## src/adc_seq_pkg.sv

```systemverilog
/*
  constants and state types for the converter init and capture sequencer.
  assumes a 40 mhz system clock; the serial clock is divided down from it.
*/
package adc_seq_pkg;

  // system clock rate
  localparam int CLK_HZ        = 40_000_000;
  localparam int CLK_PERIOD_NS = 1_000_000_000 / CLK_HZ;

  // serial clock half period and chip select idle gap, in ns
  localparam int SCLK_HALF_NS  = 100;
  localparam int CS_GAP_NS     = 100;
  // least times round up to whole cycles; a time of zero gives zero cycles
  localparam int SCLK_HALF_CYC =
    (SCLK_HALF_NS + CLK_PERIOD_NS - 1) / CLK_PERIOD_NS;
  localparam int CS_GAP_CYC    =
    (CS_GAP_NS + CLK_PERIOD_NS - 1) / CLK_PERIOD_NS;

  // transfer sizes
  localparam int TX_BITS       = 8;
  localparam int RX_BITS       = 16;

  // transfer size flag values
  localparam logic SIZE_BYTE_OUT = 1'b0;
  localparam logic SIZE_WORD_IN  = 1'b1;

  // documented defaults
  localparam int NUM_REGS_DEF  = 10;
  localparam int NUM_CHAN_DEF  = 8;
  localparam int ADDR_W_DEF    = 23;

  // idle levels of the serial pins and memory strobe
  localparam logic SCLK_IDLE   = 1'b0;
  localparam logic CS_N_IDLE   = 1'b1;
  localparam logic WE_N_IDLE   = 1'b1;

  // sequencer states, gray along the usual path
  typedef enum logic [3:0] {
    ST_IDLE      = 4'h0,
    ST_ADDR_SEND = 4'h1,
    ST_ADDR_WAIT = 4'h3,
    ST_DATA_SEND = 4'h2,
    ST_DATA_WAIT = 4'h6,
    ST_CMD_SEND  = 4'h7,
    ST_CMD_WAIT  = 4'h5,
    ST_RX_START  = 4'h4,
    ST_RX_WAIT   = 4'hC,
    ST_FINISHED  = 4'hD
  } seq_state_t;

  // shifter states
  typedef enum logic [1:0] {
    SH_IDLE = 2'h0,
    SH_LOW  = 2'h1,
    SH_HIGH = 2'h3,
    SH_GAP  = 2'h2
  } sh_state_t;

endpackage

```

## src/adc_seq.sv

```systemverilog
/*
  converter init and capture sequencer with its serial shifter.
  writes enabled converter registers, then loops conversion commands per
  enabled channel, storing each 16-bit result in static memory, then
  grants the memory bus to the host. configuration arrives on plain ports
  and must be stable from reset until the bus grant rises.
*/
// Contract
// - write every enabled register, address then data
// - load byte into shifter, then request shift
// - size flag 0 sends one byte out
// - size flag 1 receives sixteen result bits
// - record register number, clear its enable flag
// - wait for shifter done after each send
// - recorded number picks data byte to send
// - flags left loop back, else start conversions
// - send channel command, set memory pointer
// - then size flag 1 and shift request
// - store received result at memory pointer
// - at limit next channel, else repeat, else finish
// - convert every enabled channel before ending
// - final state stops transfers, grants host bus
// - idle state sets control outputs to defaults
// - chip select high after every finished send except the channel command, which holds it low for the result
// - data changes while clock low, held high
`timescale 1ns/1ps
module adc_seq #(
  parameter int NUM_REGS = adc_seq_pkg::NUM_REGS_DEF,
  parameter int NUM_CHAN = adc_seq_pkg::NUM_CHAN_DEF,
  parameter int ADDR_W   = adc_seq_pkg::ADDR_W_DEF
) (
  input  wire logic                       clk_sys,
  input  wire logic                       reset,
  input  wire logic                       clk_en,
  input  wire logic [NUM_REGS-1:0]        cfg_reg_en,
  input  wire logic [NUM_REGS*8-1:0]      cfg_reg_data,
  input  wire logic [NUM_CHAN-1:0]        chan_en,
  input  wire logic [NUM_CHAN*8-1:0]      chan_cmd,
  input  wire logic [NUM_CHAN*ADDR_W-1:0] chan_base,
  input  wire logic [NUM_CHAN*ADDR_W-1:0] chan_high,
  input  wire logic                       adc_dout,
  output logic                            adc_sclk,
  output logic                            adc_din,
  output logic                            adc_cs_n,
  output logic [ADDR_W-1:0]               sram_addr,
  output logic [15:0]                     sram_data,
  output logic                            sram_we_n,
  output logic                            host_bus_grant
);
  import adc_seq_pkg::*;

  // the search helper works on 16-bit vectors with 4-bit indices
  if (NUM_REGS < 1 || NUM_REGS > 16) begin : g_bad_regs
    $error("NUM_REGS must be 1 to 16");
  end
  if (NUM_CHAN < 1 || NUM_CHAN > 15) begin : g_bad_chan
    $error("NUM_CHAN must be 1 to 15");
  end

  // lowest set bit at or above from; msb of result says one was found
  function automatic logic [4:0] first_from(input logic [15:0] v,
                                            input logic [4:0]  from);
    logic [4:0] r;
    r = 5'h00;
    for (int i = 15; i >= 0; i--) begin
      if (v[i] && (5'(i) >= from)) begin
        r = {1'b1, 4'(i)};
      end
    end
    return r;
  endfunction

  // sequencer state
  seq_state_t          st_q, st_d;
  logic [NUM_REGS-1:0] flags_q, flags_d;
  logic [3:0]          reg_num_q, reg_num_d;
  logic [3:0]          chan_q, chan_d;
  logic                new_chan_q, new_chan_d;
  logic [ADDR_W-1:0]   addr_q, addr_d;
  logic [7:0]          tx_byte_q, tx_byte_d;
  logic                size_q, size_d;
  logic                go_q, go_d;
  logic                hold_cs_q, hold_cs_d;
  logic [15:0]         data_q, data_d;
  logic                we_n_q, we_n_d;
  logic                grant_q, grant_d;

  // shifter state
  sh_state_t           sh_q, sh_d;
  logic [7:0]          tm_q, tm_d;
  logic [4:0]          bits_q, bits_d;
  logic [15:0]         sreg_q, sreg_d;
  logic                sh_size_q, sh_size_d;
  logic                sh_hold_q, sh_hold_d;
  logic                sclk_q, sclk_d;
  logic                din_q, din_d;
  logic                cs_n_q, cs_n_d;
  logic                done_q, done_d;
  logic                dout_s1_q, dout_s2_q;

  logic [4:0]          pick;
  logic [ADDR_W-1:0]   high_sel;

  assign high_sel = chan_high[chan_q*ADDR_W +: ADDR_W];

  // sequencer next state and outputs
  always_comb begin
    st_d       = st_q;
    flags_d    = flags_q;
    reg_num_d  = reg_num_q;
    chan_d     = chan_q;
    new_chan_d = new_chan_q;
    addr_d     = addr_q;
    tx_byte_d  = tx_byte_q;
    size_d     = size_q;
    go_d       = 1'b0;
    hold_cs_d  = hold_cs_q;
    data_d     = data_q;
    we_n_d     = WE_N_IDLE;
    grant_d    = grant_q;
    pick       = 5'h00;
    case (st_q)
      ST_IDLE: begin
        // defaults, and the write flags reloaded from configuration
        size_d    = SIZE_BYTE_OUT;
        hold_cs_d = 1'b0;
        grant_d   = 1'b0;
        flags_d   = cfg_reg_en;
        if (|cfg_reg_en) begin
          st_d = ST_ADDR_SEND;
        end else begin
          pick = first_from(16'(chan_en), 5'h00);
          chan_d     = pick[3:0];
          new_chan_d = 1'b1;
          st_d = pick[4] ? ST_CMD_SEND : ST_FINISHED;
        end
      end
      ST_ADDR_SEND: begin
        pick      = first_from(16'(flags_q), 5'h00);
        reg_num_d = pick[3:0];
        flags_d   = flags_q & ~NUM_REGS'(1 << pick[3:0]);
        tx_byte_d = {4'h0, pick[3:0]};
        size_d    = SIZE_BYTE_OUT;
        hold_cs_d = 1'b0;
        go_d      = 1'b1;
        st_d      = ST_ADDR_WAIT;
      end
      ST_ADDR_WAIT: begin
        if (done_q) begin
          st_d = ST_DATA_SEND;
        end
      end
      ST_DATA_SEND: begin
        tx_byte_d = cfg_reg_data[reg_num_q*8 +: 8];
        go_d      = 1'b1;
        st_d      = ST_DATA_WAIT;
      end
      ST_DATA_WAIT: begin
        if (done_q) begin
          if (|flags_q) begin
            st_d = ST_ADDR_SEND;
          end else begin
            pick = first_from(16'(chan_en), 5'h00);
            chan_d     = pick[3:0];
            new_chan_d = 1'b1;
            st_d = pick[4] ? ST_CMD_SEND : ST_FINISHED;
          end
        end
      end
      ST_CMD_SEND: begin
        // first command of a channel starts at its base address
        addr_d     = new_chan_q ? chan_base[chan_q*ADDR_W +: ADDR_W]
                                : addr_q + ADDR_W'(1);
        new_chan_d = 1'b0;
        tx_byte_d  = chan_cmd[chan_q*8 +: 8];
        size_d     = SIZE_BYTE_OUT;
        hold_cs_d  = 1'b1;
        go_d       = 1'b1;
        st_d       = ST_CMD_WAIT;
      end
      ST_CMD_WAIT: begin
        if (done_q) begin
          st_d = ST_RX_START;
        end
      end
      ST_RX_START: begin
        size_d    = SIZE_WORD_IN;
        hold_cs_d = 1'b0;
        go_d      = 1'b1;
        st_d      = ST_RX_WAIT;
      end
      ST_RX_WAIT: begin
        if (done_q) begin
          data_d = sreg_q;
          we_n_d = 1'b0;
          if (addr_q == high_sel) begin
            pick = first_from(16'(chan_en), 5'(chan_q) + 5'h01);
            chan_d     = pick[3:0];
            new_chan_d = 1'b1;
            st_d = pick[4] ? ST_CMD_SEND : ST_FINISHED;
          end else begin
            st_d = ST_CMD_SEND;
          end
        end
      end
      ST_FINISHED: begin
        grant_d = 1'b1;
      end
      default: begin
        st_d = ST_IDLE;
      end
    endcase
  end

  // sequencer registers
  always_ff @(posedge clk_sys or posedge reset) begin
    if (reset) begin
      st_q       <= ST_IDLE;
      flags_q    <= '0;
      reg_num_q  <= 4'h0;
      chan_q     <= 4'h0;
      new_chan_q <= 1'b0;
      addr_q     <= '0;
      tx_byte_q  <= 8'h00;
      size_q     <= SIZE_BYTE_OUT;
      go_q       <= 1'b0;
      hold_cs_q  <= 1'b0;
      data_q     <= 16'h0000;
      we_n_q     <= WE_N_IDLE;
      grant_q    <= 1'b0;
    end else if (clk_en) begin
      st_q       <= st_d;
      flags_q    <= flags_d;
      reg_num_q  <= reg_num_d;
      chan_q     <= chan_d;
      new_chan_q <= new_chan_d;
      addr_q     <= addr_d;
      tx_byte_q  <= tx_byte_d;
      size_q     <= size_d;
      go_q       <= go_d;
      hold_cs_q  <= hold_cs_d;
      data_q     <= data_d;
      we_n_q     <= we_n_d;
      grant_q    <= grant_d;
    end
  end

  // shifter: msb first, din changes only while sclk is low and
  // dout is sampled at the end of the high phase to absorb sync delay
  always_comb begin
    sh_d      = sh_q;
    tm_d      = tm_q;
    bits_d    = bits_q;
    sreg_d    = sreg_q;
    sh_size_d = sh_size_q;
    sh_hold_d = sh_hold_q;
    sclk_d    = sclk_q;
    din_d     = din_q;
    cs_n_d    = cs_n_q;
    done_d    = 1'b0;
    case (sh_q)
      SH_IDLE: begin
        if (go_q) begin
          sh_size_d = size_q;
          sh_hold_d = hold_cs_q;
          sreg_d    = {8'h00, tx_byte_q};
          bits_d    = (size_q == SIZE_WORD_IN) ? 5'(RX_BITS)
                                               : 5'(TX_BITS);
          din_d     = (size_q == SIZE_WORD_IN) ? 1'b0 : tx_byte_q[7];
          cs_n_d    = 1'b0;
          sclk_d    = 1'b0;
          tm_d      = 8'(SCLK_HALF_CYC - 1);
          sh_d      = SH_LOW;
        end
      end
      SH_LOW: begin
        if (tm_q == 8'h00) begin
          sclk_d = 1'b1;
          tm_d   = 8'(SCLK_HALF_CYC - 1);
          sh_d   = SH_HIGH;
        end else begin
          tm_d = tm_q - 8'h01;
        end
      end
      SH_HIGH: begin
        if (tm_q == 8'h00) begin
          sreg_d = {sreg_q[14:0], dout_s2_q};
          bits_d = bits_q - 5'h01;
          sclk_d = 1'b0;
          // next bit appears on the same edge that sclk falls
          din_d  = (sh_size_q == SIZE_WORD_IN) ? 1'b0 : sreg_q[6];
          if (bits_q == 5'h01) begin
            if (sh_hold_q) begin
              // keep cs low so the result follows the command
              done_d = 1'b1;
              sh_d   = SH_IDLE;
            end else begin
              cs_n_d = 1'b1;
              tm_d   = 8'(CS_GAP_CYC - 1);
              sh_d   = SH_GAP;
            end
          end else begin
            tm_d = 8'(SCLK_HALF_CYC - 1);
            sh_d = SH_LOW;
          end
        end else begin
          tm_d = tm_q - 8'h01;
        end
      end
      SH_GAP: begin
        if (tm_q == 8'h00) begin
          done_d = 1'b1;
          sh_d   = SH_IDLE;
        end else begin
          tm_d = tm_q - 8'h01;
        end
      end
      default: begin
        sh_d = SH_IDLE;
      end
    endcase
  end

  // shifter registers; dout passes two flip-flops before use
  always_ff @(posedge clk_sys or posedge reset) begin
    if (reset) begin
      sh_q      <= SH_IDLE;
      tm_q      <= 8'h00;
      bits_q    <= 5'h00;
      sreg_q    <= 16'h0000;
      sh_size_q <= SIZE_BYTE_OUT;
      sh_hold_q <= 1'b0;
      sclk_q    <= SCLK_IDLE;
      din_q     <= 1'b0;
      cs_n_q    <= CS_N_IDLE;
      done_q    <= 1'b0;
      dout_s1_q <= 1'b0;
      dout_s2_q <= 1'b0;
    end else if (clk_en) begin
      sh_q      <= sh_d;
      tm_q      <= tm_d;
      bits_q    <= bits_d;
      sreg_q    <= sreg_d;
      sh_size_q <= sh_size_d;
      sh_hold_q <= sh_hold_d;
      sclk_q    <= sclk_d;
      din_q     <= din_d;
      cs_n_q    <= cs_n_d;
      done_q    <= done_d;
      dout_s1_q <= adc_dout;
      dout_s2_q <= dout_s1_q;
    end
  end

  // all outputs straight from flip-flops
  assign adc_sclk       = sclk_q;
  assign adc_din        = din_q;
  assign adc_cs_n       = cs_n_q;
  assign sram_addr      = addr_q;
  assign sram_data      = data_q;
  assign sram_we_n      = we_n_q;
  assign host_bus_grant = grant_q;

endmodule // adc_seq

```

## config.mk

```make
export PLATFORM = sky130hd
export DESIGN_NAME = adc_seq
export DESIGN_NICKNAME = d
export VERILOG_FILES = /design/src/adc_seq_pkg.sv /design/src/adc_seq.sv
export SDC_FILE = /design/constraint.sdc
export NUM_CORES = 1
export LEC_CHECK = 0
export BUFFER_PORTS_ARGS = -buffer_cell sky130_fd_sc_hd__buf_2
export CAP_MARGIN = 20
export CORE_AREA = 10 10 218 220
export DETAILED_ROUTE_END_ITERATION = 10
export DIE_AREA = 0 0 228 230
export SYNTH_ARGS = -nofsm -noshare
export SYNTH_HDL_FRONTEND = slang
export SYNTH_SLANG_ARGS = --single-unit
export TNS_END_PERCENT = 1
```

## constraint.sdc

```tcl
create_clock -name clk_sys -period 3.8 [get_ports clk_sys]
set_clock_uncertainty 0.1 [all_clocks]
set_input_delay 0.19 -clock clk_sys [delete_from_list [all_inputs] [get_ports clk_sys]]
set_output_delay 0.19 -clock clk_sys [all_outputs]
set_load 0.005 [all_outputs]
```

==> impl_results.md, run 1 <==
* Via count at 10.9k
* Routed len/inst at 24.2 um
* Gr usage total at 19.2%
* Vias per std cell at 4.99
* Worst setup SP type: register
* Clk pin slew, worst setup/hold paths at 0.06 ns
* RR Startpoint: chan_q[0]$_DFFE_PP0P_
* Fin area at 0.0145 sq mm
* Reg power frac at 26.5%
* Fill cells at 4516
* First-pass GRT wire length at 76.1 mm
* Final setup TNS at 0 ns
* Starting Density at 23.9%
* Post-synth EDFFs at 0
* RSZ-0062 raised after global routing: no
* Area of the multi-input gates at 0.00701 sq mm
* Placed cells at 2130
* Site Rows at 76
* Area growth syn-to-layout at 40.9%
* Final WL at 52.9 mm
* Cells after synthesis at 1025
* Initial antenna violation count at 16
* Comb power frac at 55.4%
* Hold WS at 0.107 ns
* Clock Path Buffers at 2
* Largest net degree at the start of global routing at 62
* Full die area at 0.0524 sq mm
* Max-Cap Viols at 0
* Clock Sinks at 113
* Layout cell share with drive strength beyond 1 at 49.2%
* Slew HR at 41.2%
* Final Max Slew Viols at 0
* ANT nets after route at 0
* Multiplexer area fraction after synthesis at 36.7%
* Worst ir drop on vdd at 0.293 mV
* Core box area at 0.0429 sq mm
* Critical Path End Type: register
* Initial drt markers at 744
* Required @ worst endpoint at 4.00 ns
* Top cell type by total area after synthesis: dfrtp_1
* Main combinational cell family by area after synthesis: multiplexers
* Storage element area at 0.00284 sq mm
* Tmin final at 3.43 ns
* Cell variety after synth at 59
* Top_reg_cell synth: dfrtp_1
* CTS tree: yes
* IO Port Bufs at 577
* Synth Area in Adders at 1.34%
* Vias in the first global route at 11.6k
* Post-DP HPWL at 45.4 mm
* Chip width at 228 um
* Hold Fails Final Rpt at 0
* Setup-failing EPs final at 0
* H-Tree Depth at 4
* Yosys Warn Count at 0
* Pre-Repair DR Iteration Count at 8
* Sw Share at 42.7%
* Largest fanout on the critical path at 21
* Synth Net Count at 1570
* Sequential element share of the synthesized area at 27.6%
* Actual slew at the worst max-slew pin at 0.882 ns
* Avg Inst Size Synth at 10.0 sq um
* FF-to-FF path depth at 7
* Post-Synth Simple-Gate Area at 14.0%
* Switching pwr at 3.66 mW
* Cts bufs inserted at 17
* Power share of the clock group at 18.2%
* Seq cells post-synth at 113
* Synth top area share at 27.1%
* Final Util at 33.7%
* Complex-gate fraction of the synthesized area at 14.6%
* Part of the cycle the worst path needs at 90.3%
* Synth async-reset ratio at 100%
* Clock root buffer: clkbuf_16
* Drt drc at 0
* Layout Cells excl Fill at 2186
* Pwr dens at 593 mW/mm^2
* Area post-placement at 0.0137 sq mm
* Post-Synth XOR/XNOR Area at 1.71%
* Crit Reg-Reg Endpoint: chan_q[0]$_DFFE_PP0P_
* Hold Path Class: in2reg
* Int Power at 4.91 mW
* Leakage at 6.62 nW
* Top post-synthesis cells by area: dfrtp_1 (27%), mux4_2 (23%), mux2i_1 (11%)
* Critical path launch point: chan_q[0]$_DFFE_PP0P_
* Net count, final at 2121
* Later-pin clock latency in the skew report at 0.43 ns
* R2R setup slack at 0.37 ns
* CP arrival at 3.63 ns
* Post-synthesis cell area at 0.0103 sq mm
* # IOs at 578
* Die height at 230 um
* Status: completed
* Global route overflow at 0
* Final Wtd Congestion at 0.963
* Crit Path Category: reg2reg
* Worst Setup EP: chan_q[0]$_DFFE_PP0P_
* Fmax at 292 MHz
==> worst min path at each step <==
| stage | start | to | slack (ns) | cells after the start |
|---|---|---|---|---|
| 6_report | clk_en | sram_we_n$_DFFE_PP1P_ | 0.11 | 3 |
| 5_1_grt | chan_en[1] | chan_q[1]$_DFFE_PP0P_ | 0.12 | 4 |
| 4_1_cts | chan_en[1] | chan_q[1]$_DFFE_PP0P_ | 0.10 | 4 |
| 3_5_place_dp | reset | st_q[0]$_DFFE_PP0P_ | 0.28 | 2 |
| 3_3_place_gp | reset | st_q[3]$_DFFE_PP0P_ | 0.27 | 2 |
| 2_1_floorplan | cfg_reg_en[5] | flags_q[5]$_DFFE_PP0P_ | 0.21 | 1 |
==> critical path, stage by stage, from the launching register on <==
cell and delay, ns:
dfrtp_4 0.67, mux4_2 0.57, mux2i_1 0.43, xor2_1 0.21, nand4_1 0.22, nor4_4 0.46
o221ai_2 0.27, mux2_1 0.36
==> cells in the mapped netlist (3+ instances only) <==
library cell    n
dfrtp_1       111
mux2i_1       111
mux4_2        104
nand2_1        99
nor2_1         77
o21ai_0        72
a21oi_1        53
clkbuf_1       49
nand3_1        35
mux2_2         26
a22oi_1        24
inv_1          22
nor3_1         19
buf_2          17
o22ai_1        14
and3_1         13
xor2_1         12
a221oi_1       11
a31oi_1        11
ha_1           11
nor2b_1         9
nor4_1          9
a22o_1          8
buf_1           8
o221a_2         8
xnor2_1         8
nand3b_1        7
and2_1          6
nand2b_1        6
nand4_1         6
a21o_1          4
buf_6           4
o21a_1          4
o31ai_1         4
or3_1           4
a21boi_0        3
and4_1          3
o22a_1          3
or2_2           3
==> stage by stage <==
stage | total power [mW] | setup WS (ns)
global placement | 6.99 | 0.351
detailed placement | 7.07 | 0.218
floorplan | 5.61 | 0.0690
CTS | 8.68 | 0.201
finish | 8.57 | 0.370
global route | 9.24 | 0.229
==> power by group through the flow <==
stage	Sequential [mW]	Combinational, mW	Clock, mW
floorplan	1.86	3.75	0
global placement	2.28	4.70	0
detailed placement	2.30	4.77	0
CTS	2.27	4.80	1.60
global route	2.36	5.22	1.65
finish	2.27	4.75	1.56
==> cell type report <==
type	count	area share [%]
Antenna cell	12	0.208
Clock inverter	14	0.917
Tap cell	585	5.06
Inverter	22	0.588
Timing Repair Buffer	610	22.1
Clock buffer	18	3.04
Multi-Input combinational cell	812	48.5
Sequential cell	113	19.6
==> cells in the final DEF (no fill, tap or decap), drive strengths merged, types with 7 or more instances in the layout <==
cell | Yosys | final
and3 | 13 | 13
mux2 | 28 | 28
o22ai | 14 | 14
a31oi | 11 | 11
diode | 0 | 12
dlygate4sd3 | 0 | 12
nor2b | 9 | 9
clkinv | 0 | 8
buf | 29 | 598
nand2 | 99 | 99
mux2i | 111 | 111
nor2 | 78 | 78
a22oi | 24 | 24
a221oi | 11 | 11
nand3 | 35 | 35
and2 | 7 | 7
xnor2 | 8 | 8
clkbuf | 49 | 18
nor4 | 10 | 10
a21oi | 53 | 53
xor2 | 12 | 12
a22o | 8 | 8
nor3 | 19 | 19
ha | 11 | 11
dfrtp | 111 | 111
mux4 | 104 | 104
nand3b | 7 | 7
o221a | 8 | 8
inv | 22 | 25
o21ai | 73 | 73
==> repair_timing <==
action | 4_1_cts | 5_1_grt
setup endpoints to repair | 0 | 2
buffers inserted | 0 | 0
endpoints found under the hold margin | 64 | 0
hold buffers | 12 | 0
gates resized for setup | 0 | 1
==> cell families (layout without fill, tap and decap cells) <==
logic type | after synthesis | count (layout)
AND/OR/NAND/NOR | 304 | 304
adder cells (fa/ha/maj) | 11 | 11
buffers and inverters | 100 | 664
multiplexers | 243 | 243
AO/OA/AOI/OAI | 234 | 234
flip-flops | 113 | 113
XOR/XNOR | 20 | 20
other | 0 | 12
==> per-layer routing <==
layer	part of all wire, %	vias up	GRT usage (%)	wire (um)
met2	54	415	35.5	28600
met4	2.0	2	5.83	1080
met3	5.5	47	4.25	2930
met5	0.013	-	0	7
li1	-	5098	-	-
met1	38	5351	21.6	20300
==> registers in the layout, summed over array words and instances (netlist names), 2 cells and up <==
signal and cells:
sram_addr 23, sram_data 16, sreg_q 16, flags_q 10, tm_q 8, tx_byte_q 8
bits_q 5, reg_num_q 4, st_q 4, chan_q 3, sh_q 2
(Power assumes the default switching activity.)
==> run 2: changes to the inputs <==
--- a/config.mk
+++ b/config.mk
@@ -10,6 +10,8 @@
 export CORE_AREA = 10 10 218 220
 export DETAILED_ROUTE_END_ITERATION = 10
 export DIE_AREA = 0 0 228 230
+export REMOVE_ABC_BUFFERS = 1
+export SLEW_MARGIN = 15
 export SYNTH_ARGS = -nofsm -noshare
 export SYNTH_HDL_FRONTEND = slang
 export SYNTH_SLANG_ARGS = --single-unit
==> run 2 against run 1 <==
Non-clock buffer count grew 5. Sequential cell count is the same. Die area is the same. Clock power grew 3%. Maximum frequency shrank 2.1%. Via count grew 4.1%. Critical path depth grew 1. Largest cell class unchanged.
==> impl_results.md, run 2 (synthesis results as in run 1) <==
* Status: completed (unchanged)
* Power share of the clock group at 18.5% (was 18.2%)
* Worst setup SP type: register (unchanged)
* Global route overflow at 0 (unchanged)
* Commonest non-fill, non-tap cells in the layout: buf_2 (577), mux2i_1 (111), dfrtp_1 (108) (unchanged)
* Vias per std cell at 5.16 (was 4.99)
* Part of the cycle the worst path needs at 92.2% (was 90.3%)
* Largest fanout on the critical path at 31 (was 21)
* Layout cell share with drive strength beyond 1 at 49.3% (was 49.2%)
* ANT nets after route at 0 (unchanged)
* Final WL at 59.3 mm (was 52.9 mm)
* RSZ-0062 raised after global routing: no (unchanged)
* Final Max Slew Viols at 0 (unchanged)
* Crit Reg-Reg Endpoint: chan_q[0]$_DFFE_PP0P_ (unchanged)
* Hold Path Class: in2reg (unchanged)
* Clk pin slew, worst setup/hold paths at 0.07 ns (was 0.06 ns)
* Commonest non-fill, non-tap cell in the layout: buf_2 (unchanged)
* Required @ worst endpoint at 4.00 ns (about the same)
* IO Port Bufs at 577 (unchanged)
* CP max stage delay at 0.80 ns (was 0.67 ns)
* Crit Path Category: reg2reg (unchanged)
* Slowest cell on the critical path: dfrtp_4 (unchanged)
* CTS tree: yes (unchanged)
* Core box area at 0.0429 sq mm (unchanged)
* Largest net degree at the start of global routing at 57 (was 62)
* Full die area at 0.0524 sq mm (unchanged)
* Int Power at 4.91 mW (about the same)
* Worst ir drop on vdd at 0.334 mV (was 0.293 mV)
* Slew HR at 45.2% (was 41.2%)
* Via count at 11.4k (was 10.9k)
* Later-pin clock latency in the skew report at 0.42 ns (was 0.43 ns)
* Layout Cells excl Fill at 2201 (was 2186)
* Gr usage total at 21.6% (was 19.2%)
* Leakage at 6.64 nW (was 6.62 nW)
* Post-CTS Setup Bufs at 0 (unchanged)
* First-pass GRT wire length at 83.5 mm (was 76.1 mm)
* Area growth syn-to-layout at 41.3% (was 40.9%)
* Hold Path Depth at 4 (was 3)
* Clock Sinks at 113 (unchanged)
* CTS resizes at 0 (unchanged)
* Fmax at 285 MHz (was 292 MHz)
* RR Startpoint: chan_q[0]$_DFFE_PP0P_ (unchanged)
* Final setup TNS at 0 ns (unchanged)
* Area post-placement at 0.0138 sq mm (was 0.0137 sq mm)
* Sw Share at 43.4% (was 42.7%)
* Die height at 230 um (unchanged)
* Critical Path End Type: register (unchanged)
* Vias in the first global route at 11.6k (about the same)
* Pwr dens at 597 mW/mm^2 (was 593 mW/mm^2)
* Max reg flops at 23 (unchanged)
* Clock root buffer: clkbuf_16 (unchanged)
* Critical path launch point: chan_q[0]$_DFFE_PP0P_ (unchanged)
* Net count, final at 2126 (was 2121)
* R2R setup slack at 0.30 ns (was 0.37 ns)
* FF-to-FF path depth at 8 (was 7)
* Actual slew at the worst max-slew pin at 0.819 ns (was 0.882 ns)
* Chip width at 228 um (unchanged)
* CP arrival at 3.71 ns (was 3.63 ns)
* Pre-Repair DR Iteration Count at 5 (was 8)
* Initial antenna violation count at 65 (was 16)
* Worst Setup EP: chan_q[0]$_DFFE_PP0P_ (unchanged)
* Setup-failing EPs final at 0 (unchanged)
* Fin area at 0.0145 sq mm (about the same)
* Max-Cap Viols at 0 (unchanged)
* Crit path cell chain: nor2b_1 -> a22oi_1 -> a21oi_1 -> o22a_1 -> nand4_1 -> nor4_4 -> o221ai_2 -> mux2_1 (was mux4_2 -> mux2i_1 -> xor2_1 -> nand4_1 -> nor4_4 -> o221ai_2 -> mux2_1)
* Site Rows at 76 (unchanged)
* Reg power frac at 25.9% (was 26.5%)
* Initial drt markers at 993 (was 744)
* Starting Density at 23.9% (unchanged)
* Final Wtd Congestion at 0.925 (was 0.963)
* Switching pwr at 3.76 mW (was 3.66 mW)
* Routed len/inst at 27.0 um (was 24.2 um)
* Hold Fails Final Rpt at 0 (unchanged)
* Clock Path Buffers at 2 (unchanged)
* Drt drc at 0 (unchanged)
* Post-DP HPWL at 51.9 mm (was 45.4 mm)
* Tmin final at 3.50 ns (was 3.43 ns)
* Comb power frac at 55.6% (was 55.4%)
* Placed cells at 2135 (was 2130)
* H-Tree Depth at 4 (unchanged)
* Power Total at 8.67 mW (was 8.57 mW)
* Final Util at 33.8% (was 33.7%)
* Cts bufs inserted at 17 (unchanged)
* # IOs at 578 (unchanged)
## run 2: worst min path at each step
stage,start,to,slack (ns)
final,chan_en[1],chan_q[1]$_DFFE_PP0P_,0.11
after global routing,chan_en[1],chan_q[1]$_DFFE_PP0P_,0.14
after CTS,chan_en[1],chan_q[1]$_DFFE_PP0P_,0.10
after detailed placement,reset,hold_cs_q$_DFFE_PP0P_,0.30
after global placement,reset,host_bus_grant$_DFFE_PP0P_,0.29
after floorplan,clk_en,go_q$_DFFE_PP0P_,0.20
## run 2: per-layer routing
| metal | GRT usage, % | share of wire (%) | vias up |
|---|---|---|---|
| met5 | 0 | 0.31 | - |
| met4 | 3.81 | 1.5 | 28 |
| met3 | 7.33 | 10 | 86 |
| met2 | 35.2 | 47 | 587 |
| met1 | 27.5 | 41 | 5557 |
| li1 | - | - | 5105 |
## run 2: layout make-up
| class | count | area (sq um) |
|---|---|---|
| Multi-Input combinational cell | 812 | 7010 |
| Inverter | 22 | 85.1 |
| Timing Repair Buffer | 615 | 3220 |
| Tap cell | 585 | 732 |
| Antenna cell | 22 | 55.1 |
| Clock buffer | 17 | 425 |
| Sequential cell | 113 | 2840 |
| Clock inverter | 15 | 148 |
| Fill cell | 4458 | 28400 |
## run 2: repair_timing
item                                   4_1_cts  5_1_grt
hold buffers                                12        0
setup endpoints to repair                    0        0
endpoints found under the hold margin       63        0
## run 2: critical path, delay by kind of cell (launching register included)
kind,cells,cell delay (ns)
flip-flops,1,0.80
multiplexers,1,0.36
AND/OR/NAND/NOR,3,1.30
AO/OA/AOI/OAI,4,0.82
## run 2: power groups by stage
stage / Combinational (mW) / Clock [mW] / Sequential (mW)
2_1_floorplan: 3.35 / 0 / 2.41
3_3_place_gp: 4.74 / 0 / 2.25
3_5_place_dp: 4.81 / 0 / 2.27
4_1_cts: 4.84 / 1.62 / 2.25
5_1_grt: 5.28 / 1.68 / 2.34
6_report: 4.82 / 1.60 / 2.25
## run 2: metrics by stage
step | setup WS, ns | hold slack, ns
global placement | 0.372 | 0.294
detailed placement | 0.309 | 0.304
global route | 0.0555 | 0.136
finish | 0.296 | 0.108
CTS | 0.277 | 0.104
floorplan | -2.24 | 0.199
